===== config.mk =====
export PLATFORM = sky130hd
export DESIGN_NAME = pwmc_top
export DESIGN_NICKNAME = d
export VERILOG_FILES = /design/src/pwmc_regs.v /design/src/pwmc_timebase.v /design/src/pwmc_top.v
export VERILOG_INCLUDE_DIRS = /design/src
export SDC_FILE = /design/constraint.sdc
export NUM_CORES = 1
export LEC_CHECK = 0
export BUFFER_PORTS_ARGS = -buffer_cell sky130_fd_sc_hd__buf_4
export CAP_MARGIN = 20
export CORE_AREA = 2 2 83 85
export DETAILED_ROUTE_END_ITERATION = 7
export DIE_AREA = 0 0 85 87
export GPL_TIMING_DRIVEN = 0
export HOLD_SLACK_MARGIN = 0.03
export PLACE_DENSITY = 0.78
export SYNTH_ARGS = -nofsm -noshare
export SYNTH_HDL_FRONTEND = slang
export SYNTH_SLANG_ARGS = --single-unit

===== constraint.sdc =====
create_clock -name mclk -period 2 [get_ports mclk]
set_input_delay 0.4 -clock mclk [delete_from_list [all_inputs] [get_ports mclk]]
set_output_delay 0.4 -clock mclk [all_outputs]
set_load 0.005 [all_outputs]

===== src/pwmc_defs.vh =====
`ifndef PWMC_DEFS_VH
`define PWMC_DEFS_VH
`define PWMC_ADDR_W 3
`define PWMC_ADDR_CONTROL 3'h0
`define PWMC_ADDR_DUTY_HIGH 3'h1
`define PWMC_ADDR_DUTY_LOW 3'h2
`define PWMC_ADDR_PERIOD 3'h3
`define PWMC_ADDR_TIMER 3'h4
`define PWMC_ADDR_TIMER_CTRL 3'h5
`define PWMC_BIT_ENABLE 7
`define PWMC_BIT_LEVEL 5
`define PWMC_BIT_POLARITY 4
`define PWMC_BIT_TMR_ON 7
`define PWMC_BIT_SLEEP 6
`define PWMC_PRESC_LSB 0
`define PWMC_CONTROL_RESET 8'h00
`define PWMC_PERIOD_RESET 8'hff
`define PWMC_TIMER_RESET 8'h00
`define PWMC_TCTRL_RESET 8'h00
`endif


===== src/pwmc_regs.v =====
`timescale 1ns/1ps
`include "pwmc_defs.vh"
// duty-cycle storage; no reset so contents survive every reset type
module pwmc_regs
(
    input wire mclk,
    input wire wr_high,
    input wire wr_low,
    input wire [7:0] wdata,
    output reg [7:0] duty_high_q,
    output reg [1:0] duty_low_q
);
    always @(posedge mclk)
    begin
        if (wr_high)
            duty_high_q <= wdata;
        if (wr_low)
            duty_low_q <= wdata[7:6];
    end
endmodule


===== src/pwmc_timebase.v =====
`timescale 1ns/1ps
`include "pwmc_defs.vh"
// 8-bit timer with 2-bit sub-count giving a 10-bit time base
module pwmc_timebase
(
    input wire mclk,
    input wire reset_n,
    input wire run,
    input wire [1:0] presc_sel,
    input wire [7:0] period_value,
    input wire tmr_wr,
    input wire [7:0] wdata,
    output reg [7:0] time_base_counter_q,
    output reg [1:0] sub_q,
    output reg period_end_q
);
    reg [5:0] presc_q;
    function [5:0] presc_max;
        input [1:0] sel;
        begin
            case (sel)
                2'h0: presc_max = 6'h00;
                2'h1: presc_max = 6'h03;
                2'h2: presc_max = 6'h0f;
                default: presc_max = 6'h3f;
            endcase
        end
    endfunction
    wire presc_done = (presc_q >= presc_max(presc_sel));
    wire inc = run && presc_done && (sub_q == 2'h3);
    always @(posedge mclk or negedge reset_n)
    begin
        if (!reset_n)
        begin
            time_base_counter_q <= `PWMC_TIMER_RESET;
            sub_q <= 2'h0;
            presc_q <= 6'h00;
            period_end_q <= 1'b0;
        end
        else
        begin
            period_end_q <= 1'b0;
            if (tmr_wr)
            begin
                time_base_counter_q <= wdata;
                sub_q <= 2'h0;
                presc_q <= 6'h00;
            end
            else if (run)
            begin
                presc_q <= presc_done ? 6'h00 : presc_q + 6'h01;
                if (presc_done)
                    sub_q <= sub_q + 2'h1;
                if (inc)
                begin
                    if (time_base_counter_q == period_value)
                    begin
                        time_base_counter_q <= 8'h00;
                        period_end_q <= 1'b1;
                    end
                    else
                        time_base_counter_q <= time_base_counter_q + 8'h01;
                end
            end
        end
    end
endmodule


===== src/pwmc_top.v =====
// What this block does
// - control bit 7 enables waveform generation
// - control bit 5 reads the waveform's active state before polarity is applied, read-only
// - control bit 4 selects active-low output
// - duty-high register holds duty bits 9..2
// - duty-low bits 7..6 hold duty bits 1..0
// - unused bits read zero, ignore writes
// - control clears on reset; duty kept
// - period end clears timer, sets output unless duty is zero, latches duty
// - disabled output sits at default level
// - time base is timer plus two sub bits
// - sleep freezes timer and module state; control writes still change the output
`timescale 1ns/1ps
`include "pwmc_defs.vh"
module pwmc_top
(
    input wire mclk,
    input wire reset_n,
    input wire [2:0] addr,
    input wire [7:0] wdata,
    input wire wr_en,
    input wire rd_en,
    input wire sleep_req,
    output reg [7:0] rdata_q,
    output reg pwm_out_q
);
    reg enable_q;
    reg polarity_q;
    reg [7:0] period_q;
    reg tmr_on_q;
    reg [1:0] presc_sel_q;
    reg sleep_s1_q;
    reg sleep_s2_q;
    reg [9:0] duty_latched_q;
    reg active_q;
    reg active_d;
    reg [7:0] rdata_d;
    wire [7:0] duty_high_q;
    wire [1:0] duty_low_q;
    wire [7:0] tmr_q;
    wire [1:0] sub_q;
    wire period_end;
    wire [9:0] duty_cycle_value = {duty_high_q, duty_low_q};
    wire [9:0] time_base = {tmr_q, sub_q};
    wire asleep = sleep_s2_q;
    wire wr_ctrl = wr_en && (addr == `PWMC_ADDR_CONTROL);
    wire wr_tmr = wr_en && (addr == `PWMC_ADDR_TIMER) && !asleep;

    pwmc_regs u_regs
    (
        .mclk(mclk),
        .wr_high(wr_en && (addr == `PWMC_ADDR_DUTY_HIGH)),
        .wr_low(wr_en && (addr == `PWMC_ADDR_DUTY_LOW)),
        .wdata(wdata),
        .duty_high_q(duty_high_q),
        .duty_low_q(duty_low_q)
    );

    pwmc_timebase u_tb
    (
        .mclk(mclk),
        .reset_n(reset_n),
        .run(tmr_on_q && !asleep),
        .presc_sel(presc_sel_q),
        .period_value(period_q),
        .tmr_wr(wr_tmr),
        .wdata(wdata),
        .time_base_counter_q(tmr_q),
        .sub_q(sub_q),
        .period_end_q(period_end)
    );

    // sleep request is asynchronous to mclk
    always @(posedge mclk or negedge reset_n)
    begin
        if (!reset_n)
        begin
            sleep_s1_q <= 1'b0;
            sleep_s2_q <= 1'b0;
        end
        else
        begin
            sleep_s1_q <= sleep_req;
            sleep_s2_q <= sleep_s1_q;
        end
    end

    always @(posedge mclk or negedge reset_n)
    begin
        if (!reset_n)
        begin
            enable_q <= 1'b0;
            polarity_q <= 1'b0;
            period_q <= `PWMC_PERIOD_RESET;
            tmr_on_q <= 1'b0;
            presc_sel_q <= 2'h0;
        end
        else
        begin
            if (wr_ctrl)
            begin
                enable_q <= wdata[`PWMC_BIT_ENABLE];
                polarity_q <= wdata[`PWMC_BIT_POLARITY];
            end
            if (wr_en && (addr == `PWMC_ADDR_PERIOD))
                period_q <= wdata;
            if (wr_en && (addr == `PWMC_ADDR_TIMER_CTRL))
            begin
                tmr_on_q <= wdata[`PWMC_BIT_TMR_ON];
                presc_sel_q <= wdata[`PWMC_PRESC_LSB+1:`PWMC_PRESC_LSB];
            end
        end
    end

    // duty waveform; duty above the period keeps the output active
    always @*
    begin
        active_d = active_q;
        if (!enable_q)
            active_d = 1'b0;
        else if (asleep)
            active_d = active_q;
        else if (period_end)
            active_d = (duty_cycle_value != 10'h000);
        else if (time_base == duty_latched_q)
            active_d = 1'b0;
    end

    always @(posedge mclk or negedge reset_n)
    begin
        if (!reset_n)
        begin
            active_q <= 1'b0;
            duty_latched_q <= 10'h000;
            pwm_out_q <= 1'b0;
        end
        else
        begin
            active_q <= active_d;
            if (period_end && !asleep)
                duty_latched_q <= duty_cycle_value;
            pwm_out_q <= active_d ^ polarity_q;
        end
    end

    always @*
    begin
        rdata_d = 8'h00;
        case (addr)
            `PWMC_ADDR_CONTROL:
            begin
                rdata_d[`PWMC_BIT_ENABLE] = enable_q;
                rdata_d[`PWMC_BIT_LEVEL] = active_q;
                rdata_d[`PWMC_BIT_POLARITY] = polarity_q;
            end
            `PWMC_ADDR_DUTY_HIGH: rdata_d = duty_high_q;
            `PWMC_ADDR_DUTY_LOW: rdata_d = {duty_low_q, 6'h00};
            `PWMC_ADDR_PERIOD: rdata_d = period_q;
            `PWMC_ADDR_TIMER: rdata_d = tmr_q;
            `PWMC_ADDR_TIMER_CTRL:
                rdata_d = {tmr_on_q, asleep, 4'h0, presc_sel_q};
            default: rdata_d = 8'h00;
        endcase
    end

    always @(posedge mclk or negedge reset_n)
    begin
        if (!reset_n)
            rdata_q <= 8'h00;
        else if (rd_en)
            rdata_q <= rdata_d;
        else
            rdata_q <= 8'h00;
    end
endmodule


==> metrics.txt, run 1 <==
# TYPE chip_impl_metric gauge
chip_impl_metric{name="worst_case_hold_slack",unit="ps"} 77.1
chip_impl_metric{name="synth_area",unit="um^2"} 3370
chip_impl_metric{name="cts-htree-levels",unit=""} 3
chip_impl_metric{name="ioPinCount",unit=""} 25
chip_impl_metric{name="drc",unit=""} 0
chip_impl_metric{name="netlist.area_leader.share",unit=""} 0.326
chip_impl_metric{name="detailroute.via_count",unit=""} 2739
chip_impl_metric{name="clock-sinks",unit=""} 62
chip_impl_info{name="failed_checks",value="setup timing"} 1
chip_impl_metric{name="worst_setup_hold_path_clk_slew",unit="ps"} 80
chip_impl_info{name="post_synth_top_flop",value="dfrtp_1"} 1
chip_impl_metric{name="totalNegativeSetupSlack",unit="ps"} -564
chip_impl_metric{name="area_growth",unit="%"} 20.5
chip_impl_metric{name="worst_slew_margin_rel",unit=""} 0.445
chip_impl_metric{name="min_period",unit="ps"} 2100
chip_impl_metric{name="maximum_number_of_pins_on_one_net_before_global_route_repair",unit=""} 53
chip_impl_metric{name="worst_ir_drop_vdd",unit="mV"} 0.851
chip_impl_info{name="yosys-top-cells-count",value="44 x dfrtp_1, 41 x nand2_1, 17 x xor2_1"} 1
chip_impl_metric{name="worst_clock_skew",unit="ps"} 8.98
chip_impl_metric{name="post_drt_via_cell_ratio",unit=""} 6.11
chip_impl_info{name="synth_largest_area_cell",value="dfrtp_1"} 1
chip_impl_metric{name="worst_ep_arrival_time",unit="ps"} 2320
chip_impl_metric{name="placement_rows",unit=""} 30
chip_impl_metric{name="postRouteWirelength",unit="um"} 8690
chip_impl_metric{name="dp_hpwl",unit="um"} 5690
chip_impl_metric{name="period_share",unit=""} 1.05
chip_impl_metric{name="finalWeightedCongestion",unit=""} 0.894
chip_impl_metric{name="grt_overflow_total",unit=""} 0
chip_impl_metric{name="die_h",unit="um"} 87
chip_impl_metric{name="antenna_cells",unit=""} 0
chip_impl_metric{name="power.leakage",unit="nW"} 1.74
chip_impl_info{name="worstSetupPathType",value="reg2reg"} 1
chip_impl_metric{name="standard_cell_area_after_detailed_placement",unit="um^2"} 3660
chip_impl_info{name="setup.worst_path.start",value="presc_sel_q[1]$_DFFE_PN0P_"} 1
chip_impl_metric{name="clock_tree.buffer_depth",unit=""} 2
chip_impl_metric{name="clkLatencyLatePin",unit="ps"} 360
chip_impl_metric{name="setup-violations-final",unit=""} 9
chip_impl_metric{name="fraction_of_final_layout_cells_sized_beyond_drive_strength_1",unit=""} 0.293
chip_impl_metric{name="report.final.hold_viol_count",unit=""} 0
chip_impl_metric{name="total_power_density_per_cell_area",unit="nW/um^2"} 1170
chip_impl_metric{name="layout.filler_cells",unit=""} 495
chip_impl_metric{name="final_max_slew_viol_count",unit=""} 0
chip_impl_metric{name="start_util",unit=""} 0.514
chip_impl_metric{name="tightestPinTransition",unit="ps"} 829
chip_impl_metric{name="core_region_area",unit="um^2"} 6570
chip_impl_metric{name="port_buffers",unit=""} 24
chip_impl_info{name="crit_path_end",value="u_tb.time_base_counter_q[5]$_DFFE_PN0P_"} 1
chip_impl_info{name="run_status",value="complete, but fails checks"} 1
chip_impl_info{name="crit_path_start_kind",value="register"} 1
chip_impl_info{name="crit-reg2reg-capture",value="u_tb.time_base_counter_q[5]$_DFFE_PN0P_"} 1
chip_impl_metric{name="post_cts_hold_buffer_count",unit=""} 0
chip_impl_metric{name="worst-r2r-setup-slack",unit="ps"} -100
chip_impl_metric{name="cts_buffers",unit=""} 9
chip_impl_metric{name="die_width",unit="um"} 85
chip_impl_metric{name="cap_violations",unit=""} 0
chip_impl_metric{name="dr.pass1.iters",unit=""} 5
chip_impl_info{name="synth.area.top_cells",value="dfrtp_1 33%, edfxtp_1 8.9%, dfstp_2 6.2%"} 1
chip_impl_info{name="clock_tree.root_cell",value="clkbuf_8"} 1
chip_impl_metric{name="die-area",unit="um^2"} 7400
chip_impl_metric{name="number_of_enable_type_register_cells_in_the_synthesized_netlist",unit=""} 10
chip_impl_metric{name="critical_path_peak_fanout",unit=""} 6
chip_impl_info{name="rsz0062_at_grt",value="true"} 1
chip_impl_metric{name="gate_count_of_the_mapped_netlist",unit=""} 318
chip_impl_info{name="synth_most_common_cell",value="dfrtp_1"} 1
chip_impl_info{name="critical_path.endpoint_type",value="register"} 1
chip_impl_info{name="critical_path.reg2reg.startpoint",value="presc_sel_q[1]$_DFFE_PN0P_"} 1
chip_impl_metric{name="synth.avg_cell_area",unit="um^2"} 10.6
chip_impl_metric{name="grt_first_pass_wirelength",unit="um"} 14000
chip_impl_metric{name="yosysSeqAreaShare",unit=""} 0.478
chip_impl_metric{name="antenna_violations_before_repair",unit=""} 0
chip_impl_metric{name="postSynthRegisterBits",unit=""} 62
chip_impl_metric{name="grt_pass1_vias",unit=""} 2725
chip_impl_metric{name="finish.net_count",unit=""} 389
chip_impl_info{name="cts_tree",value="built"} 1
chip_impl_metric{name="gr-usage-all-layers",unit=""} 0.251
chip_impl_metric{name="worstRegToRegCells",unit=""} 8
chip_impl_metric{name="ys_async_sr_fraction",unit=""} 0.839
chip_impl_metric{name="synth.distinct_cells",unit=""} 52
chip_impl_metric{name="timing.final.ws_setup",unit="ps"} -99.6
chip_impl_metric{name="postRouteAntennaNets",unit=""} 0
chip_impl_metric{name="post-route-cell-area",unit="um^2"} 4060
chip_impl_metric{name="dr.first_iter.drc_count",unit=""} 213
chip_impl_metric{name="cp_data_required_time",unit="ps"} 2220
chip_impl_info{name="worst_hold_path_type",value="in2async"} 1
chip_impl_metric{name="route.detailed.wl_per_inst",unit="um"} 19.4
chip_impl_metric{name="warnings_from_yosys",unit=""} 0
chip_impl_metric{name="fmax",unit="MHz"} 476
chip_impl_metric{name="syn_nets",unit=""} 344
-- layout make-up --
class / count / area (um^2) / area share
Buffer: 16 / 105 / 0.0259
Sequential cell: 62 / 1610 / 0.397
Clock inverter: 5 / 37.5 / 0.00924
Timing Repair Buffer: 34 / 264 / 0.0650
Clock buffer: 11 / 174 / 0.0428
Tap cell: 80 / 100 / 0.0246
Inverter: 4 / 15.0 / 0.00369
Multi-Input combinational cell: 236 / 1760 / 0.432
-- flip-flops by register name (all words and copies together), names as in the netlist, 2 cells and up --
name	flops
duty_latched_q	10
period_q	8
presc_sel_q	2
rdata_q	8
u_regs.duty_high_q	8
u_regs.duty_low_q	2
u_tb.presc_q	6
u_tb.sub_q	2
u_tb.time_base_counter_q	8
-- routing by layer --
layer | up-vias | global-route usage | part of all wire
met5 | - | 0 | 0
met4 | 0 | 0.110 | 0.032
met3 | 36 | 0.0768 | 0.076
met2 | 124 | 0.393 | 0.48
met1 | 1333 | 0.323 | 0.42
li1 | 1246 | - | -
-- kinds of logic after synthesis --
family / after synthesis / synth area share
adder cells (fa/ha/maj): 10 / 0.0371
flip-flops: 62 / 0.478
buffers and inverters: 20 / 0.0319
AND/OR/NAND/NOR: 126 / 0.203
AO/OA/AOI/OAI: 54 / 0.112
XOR/XNOR: 20 / 0.0564
multiplexers: 26 / 0.0827
-- how the worst min path moves through the flow --
stage                                    endpoint  slack (ps)
detailed placement               asleep$_DFF_PN0_         340
CTS                 duty_latched_q[1]$_DFFE_PN0P_         100
global placement                 asleep$_DFF_PN0_         330
global route                 sleep_s1_q$_DFF_PN0_         130
floorplan                      active_q$_DFF_PN0_         100
finish              duty_latched_q[2]$_DFFE_PN0P_          80
-- report_power, final --
part | switching, mW | internal [mW] | total [mW]
Clock | 0.547 | 0.604 | 1.15
Combinational | 0.944 | 0.861 | 1.81
Sequential | 0.267 | 1.52 | 1.79
Total | 1.76 | 2.99 | 4.75
-- worst max-delay path, stage by stage, from the launching register on --
cell,delay [ps]
dfrtp_2,450
nand2_1,150
ha_4,240
a21oi_1,260
o22a_1,260
o31ai_4,110
buf_6,150
a32oi_1,220
o21ai_1,130
-- stage by stage --
step / worst slack [ps] / std cells / total power, mW / util
after floorplan: 29.5 / 318 / 2.81 / -
after global placement: -140 / 422 / 3.15 / 0.558
after detailed placement: -157 / 422 / 3.21 / 0.558
after CTS: -39.3 / 447 / 4.64 / 0.612
after global routing: -182 / 448 / 4.99 / 0.619
final: -99.6 / 448 / 4.75 / 0.619
-- what timing repair did --
action,in CTS,in global routing
resized for setup,15,10
gates cloned,2,0
setup buffers,7,1
pin swaps,14,10
endpoints found under the setup margin,17,16
-- layout by cell type, fill, tap and decap left out, types with 9 or more instances in the layout --
master | netlist | final
dfrtp_1 | 44 | 43
nand2_1 | 41 | 41
buf_4 | 0 | 30
xor2_1 | 17 | 17
nor2_1 | 16 | 16
mux2_2 | 15 | 15
nor2b_1 | 11 | 11
mux2i_1 | 11 | 11
a21oi_1 | 10 | 10
nand3_1 | 11 | 10
edfxtp_1 | 10 | 10
a31oi_1 | 9 | 9
clkbuf_8 | 0 | 9
No activity file was read; power rests on OpenSTA's default activity.
==> run 2: changes to the inputs <==
Settings changed: CORE_AREA 2 2 83 85 to 2 2 78 80, DIE_AREA 0 0 85 87 to 0 0 80 82, PLACE_DENSITY 0.78 to 0.84.
Clock period 2 ns to 2.6 ns, I/O delays scaled along.
==> run 2 against run 1 <==
Against the previous run:
- the run now ends clean
- flip-flop and latch count stayed put
- final area is 4.8% lower
- die area is 11% lower
- via count is 2.3% lower
- global-route usage is 2.2 points higher
- critical path depth stayed put
- hold slack better by 110 ps
- setup slack better by 260 ps
- cell count is 3.3% lower
==> metrics.txt, run 2 (synthesized netlist as in run 1, its figures left out) <==
# TYPE chip_impl_metric gauge
chip_impl_info{name="cts_tree",value="built"} 1
chip_impl_metric{name="dr.first_iter.drc_count",unit=""} 277
chip_impl_metric{name="total_power_density_per_cell_area",unit="nW/um^2"} 878
chip_impl_metric{name="largest_register_ff_count",unit=""} 10
chip_impl_metric{name="port_buffers",unit=""} 24
chip_impl_metric{name="dr.pass1.iters",unit=""} 5
chip_impl_metric{name="die_h",unit="um"} 82
chip_impl_metric{name="ioPinCount",unit=""} 25
chip_impl_metric{name="power.leakage",unit="nW"} 1.67
chip_impl_metric{name="route.detailed.wl_per_inst",unit="um"} 18.6
chip_impl_metric{name="post_drt_via_cell_ratio",unit=""} 6.18
chip_impl_metric{name="postRouteWirelength",unit="um"} 8070
chip_impl_metric{name="antenna_cells",unit=""} 0
chip_impl_info{name="rsz0062_at_grt",value="false"} 1
chip_impl_metric{name="detailroute.via_count",unit=""} 2676
chip_impl_metric{name="worstRegToRegCells",unit=""} 8
chip_impl_metric{name="worst_ir_drop_vdd",unit="mV"} 0.665
chip_impl_metric{name="post_cts_hold_buffer_count",unit=""} 0
chip_impl_metric{name="utilization",unit=""} 0.673
chip_impl_metric{name="report.final.hold_viol_count",unit=""} 0
chip_impl_metric{name="worst_clock_skew",unit="ps"} 9.97
chip_impl_metric{name="dp_hpwl",unit="um"} 5710
chip_impl_metric{name="cts-htree-levels",unit=""} 3
chip_impl_metric{name="tightestPinTransition",unit="ps"} 978
chip_impl_info{name="critical_path.endpoint_type",value="register"} 1
chip_impl_metric{name="clkLatencyLatePin",unit="ps"} 360
chip_impl_info{name="worst_hold_path_type",value="in2async"} 1
chip_impl_metric{name="start_util",unit=""} 0.587
chip_impl_metric{name="min_period",unit="ps"} 2440
chip_impl_metric{name="clock-sinks",unit=""} 62
chip_impl_metric{name="critical_path_peak_fanout",unit=""} 10
chip_impl_metric{name="die-area",unit="um^2"} 6560
chip_impl_metric{name="cap_violations",unit=""} 0
chip_impl_metric{name="area_growth",unit="%"} 14.7
chip_impl_metric{name="fmax",unit="MHz"} 409
chip_impl_info{name="top_register",value="duty_latched_q"} 1
chip_impl_metric{name="worst_slew_margin_rel",unit=""} 0.346
chip_impl_metric{name="cp_data_required_time",unit="ps"} 2820
chip_impl_metric{name="post_cts_resize_count",unit=""} 0
chip_impl_metric{name="totalNegativeSetupSlack",unit="ps"} 0
chip_impl_metric{name="die_width",unit="um"} 80
chip_impl_metric{name="fraction_of_final_layout_cells_sized_beyond_drive_strength_1",unit=""} 0.246
chip_impl_metric{name="post-route-cell-area",unit="um^2"} 3870
chip_impl_info{name="crit-reg2reg-capture",value="u_tb.period_end_q$_DFF_PN0_"} 1
chip_impl_metric{name="grt_first_pass_wirelength",unit="um"} 13200
chip_impl_info{name="run_status",value="complete, no violations"} 1
chip_impl_metric{name="period_share",unit=""} 0.940
chip_impl_info{name="final_common_cell",value="dfrtp_1"} 1
chip_impl_metric{name="antenna_violations_before_repair",unit=""} 0
chip_impl_metric{name="cts_buffers",unit=""} 9
chip_impl_metric{name="grt_pass1_vias",unit=""} 2701
chip_impl_metric{name="drc",unit=""} 0
chip_impl_metric{name="finish.net_count",unit=""} 379
chip_impl_metric{name="core_region_area",unit="um^2"} 5750
chip_impl_metric{name="maximum_number_of_pins_on_one_net_before_global_route_repair",unit=""} 53
chip_impl_metric{name="finalWeightedCongestion",unit=""} 0.960
chip_impl_info{name="clock_tree.root_cell",value="clkbuf_8"} 1
chip_impl_info{name="worstSetupPathType",value="reg2reg"} 1
chip_impl_info{name="critical_path.reg2reg.startpoint",value="presc_sel_q[1]$_DFFE_PN0P_"} 1
chip_impl_metric{name="placement_rows",unit=""} 28
chip_impl_metric{name="worst_setup_hold_path_clk_slew",unit="ps"} 80
chip_impl_metric{name="post_cts.repair.setup_buffers",unit=""} 0
chip_impl_metric{name="clock_tree.buffer_depth",unit=""} 2
chip_impl_metric{name="standard_cell_area_after_detailed_placement",unit="um^2"} 3650
chip_impl_info{name="layout_common_cells",value="44 x dfrtp_1, 41 x nand2_1, 24 x buf_4"} 1
chip_impl_metric{name="gr-usage-all-layers",unit=""} 0.272
chip_impl_info{name="crit_path_start_kind",value="register"} 1
chip_impl_metric{name="final_max_slew_viol_count",unit=""} 0
chip_impl_metric{name="worst_ep_arrival_time",unit="ps"} 2660
chip_impl_metric{name="postRouteAntennaNets",unit=""} 0
chip_impl_metric{name="grt_overflow_total",unit=""} 0
chip_impl_metric{name="setup-violations-final",unit=""} 0
chip_impl_metric{name="worst-r2r-setup-slack",unit="ps"} 160
==> run 2: layer usage <==
layer  global-route usage  wire length [um]
met1                0.346              3270
met2                0.439              3920
met3               0.0659               655
met4                0.132               228
met5                    0                 0
==> run 2: critical path: stages, from the launching register on <==
cell      delay, ps
dfrtp_1         430
or2_2           310
ha_1            270
nand2b_1        120
a21oi_2          80
o221a_2         280
buf_2           170
buf_2           190
nor4_1          450
==> run 2: where the power goes <==
part           switching (mW)  internal (mW)
registers               0.196           1.17
clock network           0.412          0.542
logic                   0.608          0.469
total                    1.22           2.18
==> run 2: stage by stage <==
step / cells / hold slack (ps) / total power [mW] / setup WS (ps)
after floorplan: 318 / 224 / 2.13 / 489
after CTS: 433 / 204 / 3.40 / 216
final: 433 / 186 / 3.40 / 156
after detailed placement: 417 / 357 / 2.44 / 239
after global routing: 433 / 247 / 3.60 / 62.1
after global placement: 417 / 336 / 2.39 / 262
==> run 2: cell type report <==
cell class | count | area (um^2)
fill | 440 | 1880
multi-input combinational | 236 | 1650
sequential | 62 | 1610
timing repair buffer | 24 | 180
clock buffer | 9 | 124
clock inverter | 7 | 97.6
tap | 75 | 93.8
buffer | 16 | 92.6
inverter | 4 | 15.0
==> run 2: worst max-delay path by stage <==
| stage | from | to | slack, ps | cells past startpoint |
|---|---|---|---|---|
| after floorplan | presc_sel_q[0]$_DFFE_PN0P_ | u_tb.presc_q[4]$_DFFE_PN0P_ | 490 | 9 |
| after global placement | presc_sel_q[1]$_DFFE_PN0P_ | u_tb.period_end_q$_DFF_PN0_ | 260 | 8 |
| after detailed placement | presc_sel_q[0]$_DFFE_PN0P_ | u_tb.period_end_q$_DFF_PN0_ | 240 | 8 |
| after CTS | presc_sel_q[1]$_DFFE_PN0P_ | u_tb.period_end_q$_DFF_PN0_ | 220 | 8 |
| after global routing | presc_sel_q[1]$_DFFE_PN0P_ | u_tb.presc_q[4]$_DFFE_PN0P_ | 60 | 9 |
| final | presc_sel_q[1]$_DFFE_PN0P_ | u_tb.period_end_q$_DFF_PN0_ | 160 | 8 |
==> run 3: changes to the inputs <==
Settings changed: PLACE_DENSITY 0.84 to 0.78, REMOVE_ABC_BUFFERS set to 1.
Clock period 2.6 ns to 3.02 ns, I/O delays scaled along.
==> run 3 against run 2 <==
Against the previous run:
- final area is 2.4% lower
- largest cell class unchanged
- clock power is 16% lower
- die area stayed put
- core utilization is 1.6 points lower
- highest routed layer unchanged
- largest power group unchanged
- setup slack better by 600 ps
==> metrics.txt, run 3 (synthesized netlist as in run 1, its figures left out) <==
# TYPE chip_impl_metric gauge
chip_impl_metric{name="placement_rows",unit=""} 28
chip_impl_metric{name="total_power_density_per_cell_area",unit="nW/um^2"} 748
chip_impl_metric{name="worst_ep_arrival_time",unit="ps"} 2520
chip_impl_metric{name="dp_hpwl",unit="um"} 5330
chip_impl_metric{name="met2_wirelength",unit="um"} 3820
chip_impl_metric{name="clock_tree.buffer_depth",unit=""} 2
chip_impl_metric{name="utilization",unit=""} 0.657
chip_impl_metric{name="pwr-share-comb",unit=""} 0.277
chip_impl_metric{name="standard_cell_area_after_detailed_placement",unit="um^2"} 3550
chip_impl_metric{name="dp_cells",unit=""} 401
chip_impl_metric{name="post_drt_via_cell_ratio",unit=""} 6.12
chip_impl_metric{name="fmax",unit="MHz"} 442
chip_impl_metric{name="totalNegativeSetupSlack",unit="ps"} 0
chip_impl_metric{name="cap_violations",unit=""} 0
chip_impl_metric{name="tightestPinTransition",unit="ps"} 828
chip_impl_metric{name="critical_path_peak_fanout",unit=""} 17
chip_impl_metric{name="post_cts.repair.setup_buffers",unit=""} 0
chip_impl_metric{name="grt_first_pass_wirelength",unit="um"} 12700
chip_impl_metric{name="p_clk_frac",unit=""} 0.284
chip_impl_metric{name="postRouteWirelength",unit="um"} 7720
chip_impl_metric{name="seqCellArea",unit="um^2"} 1610
chip_impl_metric{name="detailroute.via_count",unit=""} 2553
chip_impl_metric{name="worst_ir_drop_vdd",unit="mV"} 0.722
chip_impl_metric{name="drc",unit=""} 0
chip_impl_metric{name="cts-htree-levels",unit=""} 3
chip_impl_metric{name="netSwitchingPower",unit="mW"} 1.00
chip_impl_info{name="cts_tree",value="built"} 1
chip_impl_info{name="top_signal_layer_used",value="met4"} 1
chip_impl_metric{name="maximum_number_of_pins_on_one_net_before_global_route_repair",unit=""} 53
chip_impl_metric{name="setup-violations-final",unit=""} 0
chip_impl_metric{name="clkLatencyLatePin",unit="ps"} 340
chip_impl_info{name="final_common_cell",value="dfrtp_1"} 1
chip_impl_metric{name="area_growth",unit="%"} 12.0
chip_impl_metric{name="fraction_of_final_layout_cells_sized_beyond_drive_strength_1",unit=""} 0.225
chip_impl_metric{name="post_cts_resize_count",unit=""} 0
chip_impl_metric{name="antenna_cells",unit=""} 0
chip_impl_metric{name="die-area",unit="um^2"} 6560
chip_impl_metric{name="worst_setup_hold_path_clk_slew",unit="ps"} 80
chip_impl_metric{name="timing.final.ws_setup",unit="ps"} 757
chip_impl_metric{name="dp_slack",unit="ps"} 682
chip_impl_metric{name="route.met3.wl",unit="um"} 563
chip_impl_metric{name="core_region_area",unit="um^2"} 5750
chip_impl_metric{name="grt_pass1_vias",unit=""} 2531
chip_impl_metric{name="period_share",unit=""} 0.749
chip_impl_metric{name="report.final.hold_viol_count",unit=""} 0
chip_impl_info{name="clock_tree.root_cell",value="clkbuf_8"} 1
chip_impl_metric{name="worst_clock_skew",unit="ps"} 12.3
chip_impl_metric{name="gr-usage-all-layers",unit=""} 0.260
chip_impl_metric{name="final_max_slew_viol_count",unit=""} 0
chip_impl_info{name="worst_hold_path_type",value="in2async"} 1
chip_impl_metric{name="start_util",unit=""} 0.587
chip_impl_info{name="critical_path.endpoint_type",value="register"} 1
chip_impl_metric{name="worst_slew_margin_rel",unit=""} 0.446
chip_impl_metric{name="switching_part_of_the_total_power",unit=""} 0.354
chip_impl_metric{name="cts_buffers",unit=""} 9
chip_impl_metric{name="worst-r2r-setup-slack",unit="ps"} 760
chip_impl_metric{name="power.leakage",unit="nW"} 1.61
chip_impl_metric{name="clock-sinks",unit=""} 62
chip_impl_metric{name="port_buffers",unit=""} 24
chip_impl_metric{name="layout.filler_cells",unit=""} 459
chip_impl_metric{name="internal_power",unit="mW"} 1.82
chip_impl_metric{name="dr.first_iter.drc_count",unit=""} 224
chip_impl_info{name="run_status",value="complete, no violations"} 1
chip_impl_metric{name="min_period",unit="ps"} 2260
chip_impl_metric{name="pwr-share-seq",unit=""} 0.439
chip_impl_metric{name="die_width",unit="um"} 80
chip_impl_metric{name="dr.pass1.iters",unit=""} 4
chip_impl_metric{name="antenna_violations_before_repair",unit=""} 0
chip_impl_info{name="top_register",value="duty_latched_q"} 1
chip_impl_metric{name="post_cts_hold_buffer_count",unit=""} 0
chip_impl_metric{name="grt_overflow_total",unit=""} 0
chip_impl_info{name="crit_path_start_kind",value="register"} 1
chip_impl_metric{name="largest_register_ff_count",unit=""} 10
chip_impl_metric{name="die_h",unit="um"} 82
chip_impl_info{name="rsz0062_at_grt",value="false"} 1
chip_impl_metric{name="cp_data_required_time",unit="ps"} 3280
chip_impl_metric{name="detail_route.wirelength.met1",unit="um"} 3200
chip_impl_metric{name="finish.net_count",unit=""} 363
chip_impl_metric{name="ioPinCount",unit=""} 25
chip_impl_metric{name="final-instance-count-excl-fill",unit=""} 417
chip_impl_info{name="layout_common_cells",value="44 x dfrtp_1, 41 x nand2_1, 24 x buf_4"} 1
chip_impl_metric{name="post-route-cell-area",unit="um^2"} 3780
chip_impl_info{name="worstSetupPathType",value="reg2reg"} 1
chip_impl_metric{name="finalWeightedCongestion",unit=""} 0.897
chip_impl_metric{name="multi_input_comb_area",unit="um^2"} 1650
chip_impl_metric{name="postRouteAntennaNets",unit=""} 0
chip_impl_metric{name="route.detailed.wl_per_inst",unit="um"} 18.5
## run 3: metrics by stage
stage,hold slack (ps),power [mW]
after CTS,305,2.83
after global placement,332,1.99
after detailed placement,338,2.02
final,295,2.82
after global routing,349,2.99
after floorplan,308,1.76
## run 3: path summary, 6_finish.rpt
path                       depth (start not counted)                  startpoint                                 endpoint
setup / recovery                                   7  presc_sel_q[0]$_DFFE_PN0P_  u_tb.time_base_counter_q[0]$_DFFE_PN0P_
hold / removal                                     1                     reset_n            duty_latched_q[9]$_DFFE_PN0P_
setup reg to reg                                   7  presc_sel_q[0]$_DFFE_PN0P_  u_tb.time_base_counter_q[0]$_DFFE_PN0P_
hold reg to reg                                    0        sleep_s1_q$_DFF_PN0_                         asleep$_DFF_PN0_
max in group asynchronous                          1                     reset_n  u_tb.time_base_counter_q[5]$_DFFE_PN0P_
min in group mclk                                  0        sleep_s1_q$_DFF_PN0_                         asleep$_DFF_PN0_
## run 3: layout make-up
class	count	share of cell area
tap	75	0.0248
sequential	62	0.427
timing repair buffer	24	0.0477
clock buffer	9	0.0328
inverter	4	0.00397
multi-input combinational	236	0.438
clock inverter	7	0.0262
## run 3: metal layers
metal | up-vias | track usage
met5 | - | 0
li1 | 1195 | -
met1 | 1263 | 0.336
met4 | 0 | 0.0831
met2 | 83 | 0.419
met3 | 12 | 0.0813
## run 3: critical path, stage by stage (launching register included)
cell and delay, ps:
dfrtp_1 440, or2_2 330, ha_1 260, nand2b_1 150, a21oi_2 200, o221a_2 460
o21ai_0 150, a31oi_1 190
## run 3: power groups by stage
stage / Combinational (mW) / Clock (mW) / Sequential (mW)
after floorplan: 0.599 / 0 / 1.17
after global placement: 0.746 / 0 / 1.24
after detailed placement: 0.774 / 0 / 1.25
after CTS: 0.782 / 0.813 / 1.23
after global routing: 0.888 / 0.845 / 1.26
final: 0.783 / 0.802 / 1.24
